File: src/serial_cfg_map.svh
/*
 * register offsets, reset values, masks, field positions and command codes of the serial configuration block.
 * assumes: included by its bare name by the package-using design file.
 */
`ifndef SERIAL_CFG_MAP_SVH
`define SERIAL_CFG_MAP_SVH
`define CMD_BITS          5'h10
`define CMD_WRITE_PAGE    16'hFD00
`define CMD_READ_PAGE     16'hFE00
`define OFS_STANDBY       8'h01
`define OFS_SOFT_RESET    8'h02
`define OFS_YUV_FORMAT    8'h04
`define OFS_CONTRAST_RNG  8'h06
`define OFS_RED_GAIN      8'h07
`define OFS_GREEN_GAIN    8'h08
`define OFS_BLUE_GAIN     8'h09
`define OFS_CONTRAST_EN   8'h0C
`define OFS_RED_BRIGHT    8'h0D
`define OFS_GREEN_BRIGHT  8'h0E
`define OFS_BLUE_BRIGHT   8'h0F
`define OFS_INTF_SELECT   8'h18
`define OFS_VBLANK        8'h19
`define OFS_HBLANK        8'h1A
`define OFS_SCAN_DIR      8'h1C
`define RST_STANDBY       8'h00
`define RST_SOFT_RESET    8'h10
`define RST_YUV_FORMAT    8'h40
`define RST_CONTRAST_RNG  8'h07
`define RST_GAIN          8'h40
`define RST_CONTRAST_EN   8'h00
`define RST_BRIGHT        8'h40
`define RST_INTF_SELECT   8'h00
`define RST_VBLANK        8'h15
`define RST_HBLANK        8'h51
`define RST_SCAN_DIR      8'h03
`define MSK_STANDBY       8'h01
`define MSK_SOFT_RESET    8'h10
`define MSK_YUV_FORMAT    8'h6F
`define MSK_CONTRAST_RNG  8'h07
`define MSK_ONE_BIT       8'h01
`define MSK_VBLANK        8'h9F
`define MSK_SCAN_DIR      8'h03
`define BIT_STANDBY       0
`define BIT_SOFT_RESET    4
`define BIT_CHROMA_SIGN   0
`define BIT_CHROMA_AVG    1
`define BIT_MATRIX_LO     2
`define BIT_MATRIX_HI     3
`define BIT_LANE_SWAP     5
`define BIT_CHROMA_ORDER  6
`endif

File: src/serial_cfg_pkg.sv
/*
 * types shared by the serial configuration block.
 * assumes: offsets and reset values come from serial_cfg_map.svh.
 */
package serial_cfg_pkg;
   typedef enum logic [1:0] {
      MATRIX_DEFAULT,
      MATRIX_SCALED,
      MATRIX_ALT,
      MATRIX_RESERVED
   } matrix_sel_t;

   typedef struct packed {
      logic        chroma_order_swap;
      logic        luma_chroma_lane_swap;
      matrix_sel_t conversion_matrix_select;
      logic        chroma_averaging_enable;
      logic        chroma_unsigned_select;
   } yuv_cfg_t;

   typedef struct packed {
      logic [2:0]  contrast_range_bit;
      logic [7:0]  red_gain;
      logic [7:0]  green_gain;
      logic [7:0]  blue_gain;
      logic        gain_enable;
      logic [7:0]  red_offset;
      logic [7:0]  green_offset;
      logic [7:0]  blue_offset;
   } colour_cfg_t;

   typedef struct packed {
      logic        horizontal_blank_override;
      logic [4:0]  vertical_blank_length;
      logic [7:0]  horizontal_blank_length;
      logic        vertical_scan_order;
      logic        horizontal_scan_order;
   } timing_cfg_t;

   typedef enum logic [1:0] {
      PAGE_WRITE,
      PAGE_READ
   } page_mode_t;
endpackage

File: src/serial_config_register_bank.sv
/*
 * serial configuration register bank: 3-wire command port, page 00 registers, decoded config outputs.
 * assumes: ref_clk at 50 MHz is far faster than the serial clock; pins are asynchronous to it.
 */
// Overview of operation
// commands are 16 bits, one bit sampled per serial clock rising edge
// transfer opens on chip select fall, commits on chip select rise
// under 16 clock edges in a transfer: discard, no register changes
// 16 or more edges: first 16 bits form the command, extra ignored
// serial receive is timed by serial clock edges, not pixel clock
// commands are accepted and executed during standby
// command FD00h selects write condition for page 00
// command FE00h selects read condition; reads return register contents
// first byte is address, second byte data, both MSB first; read drives data
// standby bit resets to 0 meaning standby; 1 means normal operation
// standby 0 to 1 starts power-on, 1 to 0 starts power-off sequence
// register reset bit defaults 1; writing 0 restores all defaults at once
// effective reset active whenever pin or register reset bit is 0
// yuv format settings apply only when yuv input is selected
// lane swap bit exchanges luma and chroma lanes
// chroma order bit: 0 gives Cr then Cb, 1 gives Cb then Cr
// matrix select picks default, scaled, alternate matrix; 11 reserved
// chroma sign bit: 1 means unsigned chroma with 128 removed
// chroma averaging bit: even pixels average neighbouring odd chroma
// contrast gain: range 0 gives 0.5+code/512, range 1 gives code/64
// contrast enable gates the per-channel gains
// output is input times gain plus brightness, clipped to 0..255
`timescale 1ns/1ns
`include "serial_cfg_map.svh"
module serial_config_register_bank (
   input  wire logic                       ref_clk,
   input  wire logic                       arst_n,
   input  wire logic                       active_low_reset,
   input  wire logic                       cs_n,
   input  wire logic                       scl,
   input  wire logic                       sda_in,
   output logic                            sda_out,
   output logic                            sda_oe,
   output logic                            standby_off_bit,
   output logic                            power_on_start,
   output logic                            power_off_start,
   output logic                            input_format_select,
   output serial_cfg_pkg::yuv_cfg_t        yuv_cfg,
   output serial_cfg_pkg::colour_cfg_t     colour_cfg,
   output serial_cfg_pkg::timing_cfg_t     timing_cfg,
   output logic                            regs_reset_active
);
   logic [2:0]                 cs_sync_r;
   logic [2:0]                 scl_sync_r;
   logic [2:0]                 sda_sync_r;
   logic                       cs_n_r;
   logic                       scl_r;
   logic                       sda_r;
   logic [15:0]                shift_r;
   logic [4:0]                 bit_cnt_r;
   logic [7:0]                 rd_shift_r;
   serial_cfg_pkg::page_mode_t page_r;
   logic                       reg_rst_n;
   logic [7:0]                 r_standby;
   logic [7:0]                 r_soft_reset;
   logic [7:0]                 r_yuv;
   logic [7:0]                 r_crange;
   logic [7:0]                 r_rgain;
   logic [7:0]                 r_ggain;
   logic [7:0]                 r_bgain;
   logic [7:0]                 r_cen;
   logic [7:0]                 r_rbright;
   logic [7:0]                 r_gbright;
   logic [7:0]                 r_bbright;
   logic [7:0]                 r_intf;
   logic [7:0]                 r_vblank;
   logic [7:0]                 r_hblank;
   logic [7:0]                 r_scan;
   logic                       standby_prev_r;
   logic                       cs_fall;
   logic                       cs_rise;
   logic                       scl_rise;
   logic                       scl_fall;
   logic                       commit;
   logic [7:0]                 cmd_addr;
   logic [7:0]                 cmd_data;
   logic                       wr_en;
   logic                       rst_now;
   logic [7:0]                 rd_data;

   // three-stage sync; a change counts once stages two and three agree
   always_ff @(posedge ref_clk or negedge arst_n) begin
      if (!arst_n) begin
         cs_sync_r  <= 3'h7;
         scl_sync_r <= 3'h0;
         sda_sync_r <= 3'h0;
      end else begin
         cs_sync_r  <= {cs_sync_r[1:0], cs_n};
         scl_sync_r <= {scl_sync_r[1:0], scl};
         sda_sync_r <= {sda_sync_r[1:0], sda_in};
      end
   end

   always_ff @(posedge ref_clk or negedge arst_n) begin
      if (!arst_n) begin
         cs_n_r <= 1'b1;
         scl_r  <= 1'b0;
         sda_r  <= 1'b0;
      end else begin
         if (cs_sync_r[1] == cs_sync_r[2])
            cs_n_r <= cs_sync_r[2];
         if (scl_sync_r[1] == scl_sync_r[2])
            scl_r <= scl_sync_r[2];
         if (sda_sync_r[1] == sda_sync_r[2])
            sda_r <= sda_sync_r[2];
      end
   end

   // sda is delayed as much as scl, so the bit seen at the edge is the set-up one
   assign cs_fall  = cs_n_r && (cs_sync_r[1] == cs_sync_r[2]) && !cs_sync_r[2];
   assign cs_rise  = !cs_n_r && (cs_sync_r[1] == cs_sync_r[2]) && cs_sync_r[2];
   assign scl_rise = !scl_r && (scl_sync_r[1] == scl_sync_r[2]) && scl_sync_r[2];
   assign scl_fall = scl_r && (scl_sync_r[1] == scl_sync_r[2]) && !scl_sync_r[2];

   // receive shift register; saturating count keeps only the first 16 bits
   always_ff @(posedge ref_clk or negedge arst_n) begin
      if (!arst_n) begin
         shift_r   <= 16'h0000;
         bit_cnt_r <= 5'h00;
      end else if (cs_fall) begin
         bit_cnt_r <= 5'h00;
      end else if (!cs_n_r && scl_rise && bit_cnt_r != `CMD_BITS) begin
         shift_r   <= {shift_r[14:0], sda_r};
         bit_cnt_r <= bit_cnt_r + 5'h01;
      end
   end

   assign commit   = cs_rise && (bit_cnt_r == `CMD_BITS);
   assign cmd_addr = shift_r[15:8];
   assign cmd_data = shift_r[7:0];
   // standby does not gate commit, so commands run in power save
   assign wr_en    = commit && (page_r == serial_cfg_pkg::PAGE_WRITE)
                     && (shift_r != `CMD_WRITE_PAGE) && (shift_r != `CMD_READ_PAGE);

   always_ff @(posedge ref_clk or negedge arst_n) begin
      if (!arst_n)
         page_r <= serial_cfg_pkg::PAGE_WRITE;
      else if (commit && shift_r == `CMD_WRITE_PAGE)
         page_r <= serial_cfg_pkg::PAGE_WRITE;
      else if (commit && shift_r == `CMD_READ_PAGE)
         page_r <= serial_cfg_pkg::PAGE_READ;
   end

   // soft reset acts on the cycle the clearing command lands, ahead of any other write
   assign rst_now = wr_en && (cmd_addr == `OFS_SOFT_RESET) && !cmd_data[`BIT_SOFT_RESET];
   assign reg_rst_n = active_low_reset && r_soft_reset[`BIT_SOFT_RESET];

   // pin reset comes through a three-stage synchroniser: async pin is sampled, not used as reset
   logic [2:0] pin_sync_r;
   always_ff @(posedge ref_clk or negedge arst_n) begin
      if (!arst_n)
         pin_sync_r <= 3'h0;
      else
         pin_sync_r <= {pin_sync_r[1:0], active_low_reset};
   end
   logic pin_rst_n_r;
   always_ff @(posedge ref_clk or negedge arst_n) begin
      if (!arst_n)
         pin_rst_n_r <= 1'b0;
      else if (pin_sync_r[1] == pin_sync_r[2])
         pin_rst_n_r <= pin_sync_r[2];
   end

   always_ff @(posedge ref_clk or negedge arst_n) begin
      if (!arst_n) begin
         r_standby    <= `RST_STANDBY;
         r_soft_reset <= `RST_SOFT_RESET;
         r_yuv        <= `RST_YUV_FORMAT;
         r_crange     <= `RST_CONTRAST_RNG;
         r_rgain      <= `RST_GAIN;
         r_ggain      <= `RST_GAIN;
         r_bgain      <= `RST_GAIN;
         r_cen        <= `RST_CONTRAST_EN;
         r_rbright    <= `RST_BRIGHT;
         r_gbright    <= `RST_BRIGHT;
         r_bbright    <= `RST_BRIGHT;
         r_intf       <= `RST_INTF_SELECT;
         r_vblank     <= `RST_VBLANK;
         r_hblank     <= `RST_HBLANK;
         r_scan       <= `RST_SCAN_DIR;
      end else if (!pin_rst_n_r || rst_now) begin
         // either reset source alone restores defaults; bit returns to 1 itself
         r_standby    <= `RST_STANDBY;
         r_soft_reset <= `RST_SOFT_RESET;
         r_yuv        <= `RST_YUV_FORMAT;
         r_crange     <= `RST_CONTRAST_RNG;
         r_rgain      <= `RST_GAIN;
         r_ggain      <= `RST_GAIN;
         r_bgain      <= `RST_GAIN;
         r_cen        <= `RST_CONTRAST_EN;
         r_rbright    <= `RST_BRIGHT;
         r_gbright    <= `RST_BRIGHT;
         r_bbright    <= `RST_BRIGHT;
         r_intf       <= `RST_INTF_SELECT;
         r_vblank     <= `RST_VBLANK;
         r_hblank     <= `RST_HBLANK;
         r_scan       <= `RST_SCAN_DIR;
      end else if (wr_en) begin
         case (cmd_addr)
            `OFS_STANDBY:      r_standby <= cmd_data & `MSK_STANDBY;
            `OFS_YUV_FORMAT:   r_yuv     <= cmd_data & `MSK_YUV_FORMAT;
            `OFS_CONTRAST_RNG: r_crange  <= cmd_data & `MSK_CONTRAST_RNG;
            `OFS_RED_GAIN:     r_rgain   <= cmd_data;
            `OFS_GREEN_GAIN:   r_ggain   <= cmd_data;
            `OFS_BLUE_GAIN:    r_bgain   <= cmd_data;
            `OFS_CONTRAST_EN:  r_cen     <= cmd_data & `MSK_ONE_BIT;
            `OFS_RED_BRIGHT:   r_rbright <= cmd_data;
            `OFS_GREEN_BRIGHT: r_gbright <= cmd_data;
            `OFS_BLUE_BRIGHT:  r_bbright <= cmd_data;
            `OFS_INTF_SELECT:  r_intf    <= cmd_data & `MSK_ONE_BIT;
            `OFS_VBLANK:       r_vblank  <= cmd_data & `MSK_VBLANK;
            `OFS_HBLANK:       r_hblank  <= cmd_data;
            `OFS_SCAN_DIR:     r_scan    <= cmd_data & `MSK_SCAN_DIR;
            default: ;
         endcase
      end
   end

   // read mux; unmapped addresses read as zero
   // keyed by the low byte: at the eighth bit the address has only reached there
   always_comb begin
      case (shift_r[7:0])
         `OFS_STANDBY:      rd_data = r_standby;
         `OFS_SOFT_RESET:   rd_data = r_soft_reset;
         `OFS_YUV_FORMAT:   rd_data = r_yuv;
         `OFS_CONTRAST_RNG: rd_data = r_crange;
         `OFS_RED_GAIN:     rd_data = r_rgain;
         `OFS_GREEN_GAIN:   rd_data = r_ggain;
         `OFS_BLUE_GAIN:    rd_data = r_bgain;
         `OFS_CONTRAST_EN:  rd_data = r_cen;
         `OFS_RED_BRIGHT:   rd_data = r_rbright;
         `OFS_GREEN_BRIGHT: rd_data = r_gbright;
         `OFS_BLUE_BRIGHT:  rd_data = r_bbright;
         `OFS_INTF_SELECT:  rd_data = r_intf;
         `OFS_VBLANK:       rd_data = r_vblank;
         `OFS_HBLANK:       rd_data = r_hblank;
         `OFS_SCAN_DIR:     rd_data = r_scan;
         default:           rd_data = 8'h00;
      endcase
   end

   // read: after 8 address bits, drive data MSB first, changing on scl fall
   always_ff @(posedge ref_clk or negedge arst_n) begin
      if (!arst_n) begin
         rd_shift_r <= 8'h00;
         sda_out    <= 1'b0;
         sda_oe     <= 1'b0;
      end else if (cs_n_r || page_r != serial_cfg_pkg::PAGE_READ) begin
         sda_oe  <= 1'b0;
         sda_out <= 1'b0;
      end else if (scl_fall && bit_cnt_r == 5'h08) begin
         rd_data_load(rd_data);
      end else if (scl_fall && bit_cnt_r > 5'h08 && bit_cnt_r < `CMD_BITS) begin
         sda_out    <= rd_shift_r[7];
         rd_shift_r <= {rd_shift_r[6:0], 1'b0};
      end else if (scl_fall && bit_cnt_r == `CMD_BITS) begin
         sda_oe <= 1'b0;
      end
   end

   task automatic rd_data_load(input logic [7:0] val);
      sda_oe     <= 1'b1;
      sda_out    <= val[7];
      rd_shift_r <= {val[6:0], 1'b0};
   endtask

   // power sequence triggers on standby bit transitions
   always_ff @(posedge ref_clk or negedge arst_n) begin
      if (!arst_n) begin
         standby_prev_r  <= 1'b0;
         power_on_start  <= 1'b0;
         power_off_start <= 1'b0;
         standby_off_bit <= 1'b0;
      end else begin
         standby_prev_r  <= r_standby[`BIT_STANDBY];
         standby_off_bit <= r_standby[`BIT_STANDBY];
         power_on_start  <= r_standby[`BIT_STANDBY] && !standby_prev_r;
         power_off_start <= !r_standby[`BIT_STANDBY] && standby_prev_r;
      end
   end

   // decoded configuration; yuv fields forced to zero while rgb input selected
   always_ff @(posedge ref_clk or negedge arst_n) begin
      if (!arst_n) begin
         input_format_select <= 1'b0;
         yuv_cfg             <= '0;
         colour_cfg          <= '0;
         timing_cfg          <= '0;
         regs_reset_active   <= 1'b1;
      end else begin
         input_format_select <= r_intf[0];
         regs_reset_active   <= !(pin_rst_n_r && r_soft_reset[`BIT_SOFT_RESET]);
         if (r_intf[0]) begin
            yuv_cfg.chroma_order_swap        <= r_yuv[`BIT_CHROMA_ORDER];
            yuv_cfg.luma_chroma_lane_swap    <= r_yuv[`BIT_LANE_SWAP];
            yuv_cfg.conversion_matrix_select <=
               serial_cfg_pkg::matrix_sel_t'(r_yuv[`BIT_MATRIX_HI:`BIT_MATRIX_LO]);
            yuv_cfg.chroma_averaging_enable  <= r_yuv[`BIT_CHROMA_AVG];
            yuv_cfg.chroma_unsigned_select   <= r_yuv[`BIT_CHROMA_SIGN];
         end else begin
            yuv_cfg <= '0;
         end
         colour_cfg.contrast_range_bit <= r_crange[2:0];
         colour_cfg.red_gain           <= r_rgain;
         colour_cfg.green_gain         <= r_ggain;
         colour_cfg.blue_gain          <= r_bgain;
         colour_cfg.gain_enable        <= r_cen[0];
         colour_cfg.red_offset         <= r_rbright;
         colour_cfg.green_offset       <= r_gbright;
         colour_cfg.blue_offset        <= r_bbright;
         timing_cfg.horizontal_blank_override <= r_vblank[7];
         timing_cfg.vertical_blank_length     <= r_vblank[4:0];
         timing_cfg.horizontal_blank_length   <= r_hblank;
         timing_cfg.vertical_scan_order       <= r_scan[1];
         timing_cfg.horizontal_scan_order     <= r_scan[0];
      end
   end

   logic unused_reg_rst;
   assign unused_reg_rst = reg_rst_n;
endmodule

File: config.mk
export PLATFORM = sky130hd
export DESIGN_NAME = serial_config_register_bank
export DESIGN_NICKNAME = d
export VERILOG_FILES = /design/src/serial_cfg_pkg.sv /design/src/serial_config_register_bank.sv
export VERILOG_INCLUDE_DIRS = /design/src
export SDC_FILE = /design/constraint.sdc
export NUM_CORES = 1
export LEC_CHECK = 0
export ABC_AREA = 1
export BUFFER_PORTS_ARGS = -buffer_cell sky130_fd_sc_hd__buf_2
export CORE_MARGIN = 3
export CORE_UTILIZATION = 35
export CTS_CLUSTER_DIAMETER = 40
export CTS_CLUSTER_SIZE = 14
export DETAILED_ROUTE_END_ITERATION = 10
export RECOVER_POWER = 50
export SYNTH_ARGS = -nofsm -noshare
export SYNTH_HDL_FRONTEND = slang
export SYNTH_SLANG_ARGS = --single-unit
File: constraint.sdc
create_clock -name ref_clk -period 3.2 [get_ports ref_clk]
set_input_delay 0.16 -clock ref_clk [delete_from_list [all_inputs] [get_ports ref_clk]]
set_output_delay 0.16 -clock ref_clk [all_outputs]
set_load 0.03 [all_outputs]
======== Word-level counts from Yosys, hierarchy flattened ========
Index checks and enable logic that the tools add are counted.
cells by class
  add/sub/neg operators ................... 1
  order comparisons ....................... 2
  equality and inequality tests ........... 43
  multiplexer cells ....................... 57
  bitwise gates (word level) .............. 2
  reduce and logical (&&, ||, !) cells .... 72
operator list
  cell                                                            number
  two-way mux 8 bit                                               44
  case mux 8 bit (15 select lines)                                1
  == test 8 x 4 -> 1 bit (second input constant)                  12
  == test 8 x 5 -> 1 bit (second input constant)                  8
  == test 8 x 3 -> 1 bit (second input constant)                  6
  nonzero test 2 bit                                              18
  AND reduction 2 bit                                             17
  == test 16 bit (second input constant)                          2
  inequality test 16 bit (second input constant)                  2
  logical AND 1 bit                                               24
  == test 8 x 1 -> 1 bit (second input constant)                  2
  == test 8 x 2 -> 1 bit (second input constant)                  2
  two-way mux 5 bit                                               2
  logical NOT 1 bit                                               8
  two-way mux 1 bit                                               7
  two-way mux 6 bit                                               1
  nonzero test 3 bit                                              2
  adder 5 x 1 -> 5 bit (second input constant)                    1
  == test 5 x 4 -> 1 bit (second input constant)                  1
  == test 5 bit (second input constant)                           1
  greater-than comparator 5 x 4 -> 1 bit (second input constant)  1
  less-than comparator 5 bit (second input constant)              1
  inequality test 5 bit (second input constant)                   1
  == test 1 bit                                                   4
  6 further kinds                                                 9
storage, ports and cells
  flip-flop bits (word level) ............. 240
  input port bits ......................... 6
  output and inout port bits .............. 81
  word-level logic and storage cells ...... 228

======== Depth between registers and ports, before layout ========
  depth in word-level cells ............... 12
  mapped depth ............................ 12

======== Worst setup path after synthesis ========
No wires, ideal clock.
  path type ............................... flip-flop to flip-flop
  start point ............................. register bit_cnt_r[0]
  end point ............................... register r_hblank[1]
  library setup time ...................... 0.120 ns
  arrival ................................. 1.720 ns
  path slack .............................. 1.360 ns
  stages on the path, launching flop included .. 13
  buffers on the path ..................... 1
  clock period less this slack ............ 1.840 ns
  cells stage by stage .................... dfrtp_1 -> inv_1 -> ha_1 -> nand2_2 -> nor3_2 -> nand2_1 -> nor2_4 -> nand4_4 -> nand2_8 -> inv_4 -> buf_6 -> nand3_1 -> nand2_1
between the ends
  word-level cells in the longest chain between the ends .. 10
ends and longest elaborated chain
  element                               RTL line                            source
  from (decl)                           serial_config_register_bank.sv:55   logic [4:0] bit_cnt_r;
  from (signal assigned)                serial_config_register_bank.sv:129  bit_cnt_r <= bit_cnt_r + 5'h01;
  == test 5 bit (no source line) (*)    --
  logical AND 1 bit (*)                 serial_config_register_bank.sv:133  assign commit = cs_rise && (bit_cnt_r == `CMD_BITS);
  logical AND 1 bit (*) (3 in series)   serial_config_register_bank.sv:137  assign wr_en = commit && (page_r == serial_cfg_pkg::PAGE_WRITE)
  logical AND 1 bit (2 in series)       serial_config_register_bank.sv:150  assign rst_now = wr_en && (cmd_addr == `OFS_SOFT_RESET) && !cmd_data[`BIT_SOFT_RESET];
  logical OR 1 bit                      serial_config_register_bank.sv:186  end else if (!pin_rst_n_r || rst_now) begin
  nonzero test 2 bit (no source line)   --
  AND reduction 2 bit (no source line)  --
  to (signal assigned)                  serial_config_register_bank.sv:184  r_hblank <= `RST_HBLANK;
  to (signal assigned)                  serial_config_register_bank.sv:201  r_hblank <= `RST_HBLANK;
  to (signal assigned)                  serial_config_register_bank.sv:217  `OFS_HBLANK: r_hblank <= cmd_data;
  to (decl)                             serial_config_register_bank.sv:72   logic [7:0] r_hblank;
Every way passes the cells marked *; elsewhere a longest branch is shown, timed or not.
A chain may end at the register's enable or synchronous reset.

======== Worst setup path after layout ========
  start point ............................. register bit_cnt_r[0]
  end point ............................... register r_bgain[4]
between the ends
  word-level cells in the longest chain between the ends .. 10
ends and longest elaborated chain
  element                               RTL line                            source
  == test 5 bit (no source line) (*)    --
  logical AND 1 bit (*)                 serial_config_register_bank.sv:133
  logical AND 1 bit (*) (3 in series)   serial_config_register_bank.sv:137
  logical AND 1 bit (2 in series)       serial_config_register_bank.sv:150
  logical OR 1 bit                      serial_config_register_bank.sv:186
  nonzero test 2 bit (no source line)   --
  AND reduction 2 bit (no source line)  --
  to (signal assigned)                  serial_config_register_bank.sv:177  r_bgain <= `RST_GAIN;
  to (signal assigned)                  serial_config_register_bank.sv:194  r_bgain <= `RST_GAIN;
  to (signal assigned)                  serial_config_register_bank.sv:210  `OFS_BLUE_GAIN: r_bgain <= cmd_data;
  to (decl)                             serial_config_register_bank.sv:65   logic [7:0] r_bgain;
Marks and branches as above.

==> results_dict.tcl <==
set metrics [dict create \
    status "finished with violations" \
    violations "capacitance limit, slew limit" \
    h-tree-depth 1 \
    cellPowerDensity_mw_per_mm2 773 \
    seq_area_frac_synth_pct 61.8 \
    finClkSkew_ns 0.0158 \
    cp.arrival_ns 2.85 \
    crit_chain "inv_1 -> ha_1 -> nand2_2 -> nor3_2 -> nand2_1 -> nor2_4 -> nand4_4 -> nand3_1 -> inv_1 -> nand2_1 -> nand2_1" \
    coreArea_mm2 0.0228 \
    io_buffer_count 86 \
    maxCapViolCount 1 \
    worst_slew_pin_slew_ns 2.05 \
    drv_slew 81 \
    placement.cell_area_mm2 0.00902 \
    critical_path_buf_inv_count 2 \
    wl_um 21400 \
    fmax_mhz 416 \
    dr.pass1.iters 5 \
    via_count 6420 \
    finalSetupViolCount 0 \
    die_area_mm2 0.0254 \
    rsz0062_at_grt "false" \
    crit_top_cell "nand2_1" \
    grt_pass1_vias 6294 \
    synthToLayoutAreaGrowth_pct 24.1 \
    cts_root_buf "clkbuf_16" \
    start_util_pct 36.0 \
    hold_path.class "input pin to flip-flop" \
    crit_slowest_cell "dfrtp_1" \
    path_delay_family "simple AND/OR/NAND/NOR gates" \
    layout.nets 1032 \
    hold_ws_ns 0.238 \
    clk_pin_slew_worst_paths_ns 0.06 \
    irDropWorstVdd_uv 337 \
    setup-tns-final_ns 0 \
    fp.dieH_um 159 \
    post_cts_buffers 0 \
    drc 0 \
    p_leak_nw 5.43 \
    viasPerCell 4.71 \
    cts_buffer_depth 3 \
    antenna_cells 0 \
    cp.required_ns 3.64 \
    num_rows 55 \
    postCtsHoldBufs 5 \
    syn_area_mm2 0.00822 \
    final_area_mm2 0.0102 \
    synth_fp_nets 919 \
    start_kind "flip-flop" \
    antenna_found_initial 0 \
    ant_nets 0 \
    path_class "flip-flop to flip-flop" \
    numCtsBuffers 31 \
    grt_overflow 0 \
    synthDistinctLibCells 36 \
    post-route-min-period_ns 2.40 \
    min_from "sda_in" \
    drive_above_1_share_pct 18.2 \
    slew-limit-headroom_pct -36.5 \
    yosys_warnings 0 \
    max_stage_delay_ns 0.41 \
    finalHoldViolCount 0 \
    r2r-start "bit_cnt_r[0]$_DFFE_PN0P_" \
    crit_start "bit_cnt_r[0]$_DFFE_PN0P_" \
    io_pins 87 \
    period_share_pct 75.1 \
    synthCells 911 \
    routabilityCongestion 0.876 \
    postLayoutCoreUtil_pct 44.6 \
    track_usage_pct 16.7 \
    cts_resized 0 \
    grt_first_pass_wirelength_um 34400 \
    end_kind "flip-flop" \
    clkSinkCount 202 \
    synth_seq_cells 202 \
    cts_tree "built" \
    die_w_um 159 \
    wire_per_inst_um 15.7 \
    hpwl_um 15400 \
    grt_max_degree 82 \
    clock_latency_ns 0.56 \
    path_max_fanout 17 \
    drt_iter0_markers 462 \
    syn_avg_cell_area_um2 9.02 \
]
[synth_stat cells]
cell type | instances | area (um2)
o211ai_1 | 1 | 7.51
maj3_1 | 2 | 20.0
nor3_2 | 2 | 20.0
o21ai_1 | 3 | 15.0
nand2_2 | 2 | 12.5
buf_4 | 1 | 7.51
clkbuf_1 | 4 | 15.0
nand4_1 | 11 | 68.8
nand3_1 | 98 | 490
buf_6 | 2 | 22.5
o22ai_1 | 2 | 12.5
ha_1 | 2 | 25.0
xnor2_1 | 1 | 8.76
a31oi_1 | 1 | 6.26
o2bb2ai_1 | 1 | 8.76
inv_2 | 7 | 26.3
a21oi_1 | 18 | 90.1
nor3_1 | 13 | 65.1
inv_1 | 70 | 263
inv_4 | 1 | 6.26
nand4_4 | 1 | 21.3
nand2_8 | 1 | 20.0
dfrtp_1 | 179 | 4480
nor2_1 | 88 | 330
nand3_2 | 6 | 60.1
buf_1 | 2 | 7.51
mux2_2 | 1 | 11.3
nand3b_1 | 1 | 7.51
nor4_1 | 1 | 6.26
nor2_4 | 7 | 78.8
nand2_1 | 320 | 1200
and3_1 | 1 | 6.26
nor2_2 | 4 | 25.0
dfstp_2 | 23 | 604
buf_2 | 10 | 50.1
o21ai_0 | 24 | 120
[cell type report]
class                   instances  area [um2]
fillers                      2241       12600
inverters                      78         295
clock buffers                  32         779
clock inverters                26         358
multi-input cells             612        2740
repair buffers                 99         551
well taps                     313         392
flip-flops and latches        202        5080
[layer usage]
layer | GRT usage (%) | up-vias | part of all wire (%)
met1 | 22.7 | 3011 | 45
met3 | 2.68 | 58 | 6.1
li1 | - | 3135 | -
met5 | 0 | - | 0
met2 | 26.8 | 216 | 45
met4 | 7.16 | 0 | 4.3
[kinds of logic after synthesis]
logic type / Yosys count / share of synthesized area [%]
AND/OR/NAND/NOR: 556 / 29.4
multiplexers: 1 / 0.137
flip-flops: 202 / 61.8
XOR/XNOR: 1 / 0.107
adder cells (fa/ha/maj): 4 / 0.548
buffers and inverters: 97 / 4.84
AO/OA/AOI/OAI: 50 / 3.17
[flip-flops by register name, summed over array words and instances (netlist names), 8 cells and up]
| signal | cells |
|---|---|
| colour_cfg | 52 |
| r_bbright | 8 |
| r_bgain | 8 |
| r_gbright | 8 |
| r_ggain | 8 |
| r_hblank | 8 |
| r_rbright | 8 |
| r_rgain | 8 |
| shift_r | 16 |
| timing_cfg | 16 |
[report_power, final]
part           switching (W)  total, W  internal, W
clock                0.00141   0.00361      0.00220
sequential          0.000172   0.00296      0.00279
combinational       0.000982   0.00131     0.000331
total                0.00256   0.00788      0.00532
[metrics by stage]
| step | total power (W) | setup slack, ns | instances |
|---|---|---|---|
| floorplan | 0.00386 | 1.36 | 911 |
| CTS | 0.00797 | 0.794 | 1362 |
| finish | 0.00788 | 0.797 | 1362 |
| global placement | 0.00430 | 0.830 | 1299 |
| detailed placement | 0.00432 | 0.806 | 1299 |
| global route | 0.00825 | 0.475 | 1362 |
[worst reg2reg max path, delay by kind of cell (launching register included)]
family,cells,cell delay [ns]
fa+ha+maj,1,0.15
buf+inv,2,0.25
flops,1,0.41
simple gates,8,1.50
[placed cells by master (no fill, tap or decap), types with 6 or more instances in the layout]
cell type and n:
nand3_2 6, dfstp_2 7, inv_1 70, clkbuf_16 31, inv_8 11, nand4_1 11
nand2_1 320, nand3_1 98, nor2_4 7, o21ai_0 24, a21oi_1 18, inv_2 7
dfrtp_1 179, nor2_1 87, buf_4 6, buf_2 85, dfstp_1 16, nor3_1 13
[path summary, 6_finish.rpt]
| path | to | slack (ns) | cells past startpoint |
|---|---|---|---|
| setup / recovery | r_bgain[4]$_DFFE_PN0P_ | 0.80 | 11 |
| min in group asynchronous | scl_sync_r[0]$_DFF_PN0_ | 0.70 | 2 |
| hold / removal | sda_sync_r[0]$_DFF_PN0_ | 0.24 | 2 |
| max in group asynchronous | r_rbright[3]$_DFFE_PN0P_ | 0.93 | 3 |
| setup reg to reg | r_bgain[4]$_DFFE_PN0P_ | 0.80 | 11 |
| hold reg to reg | sda_sync_r[1]$_DFF_PN0_ | 0.35 | 0 |
(Power assumes the default switching activity.)
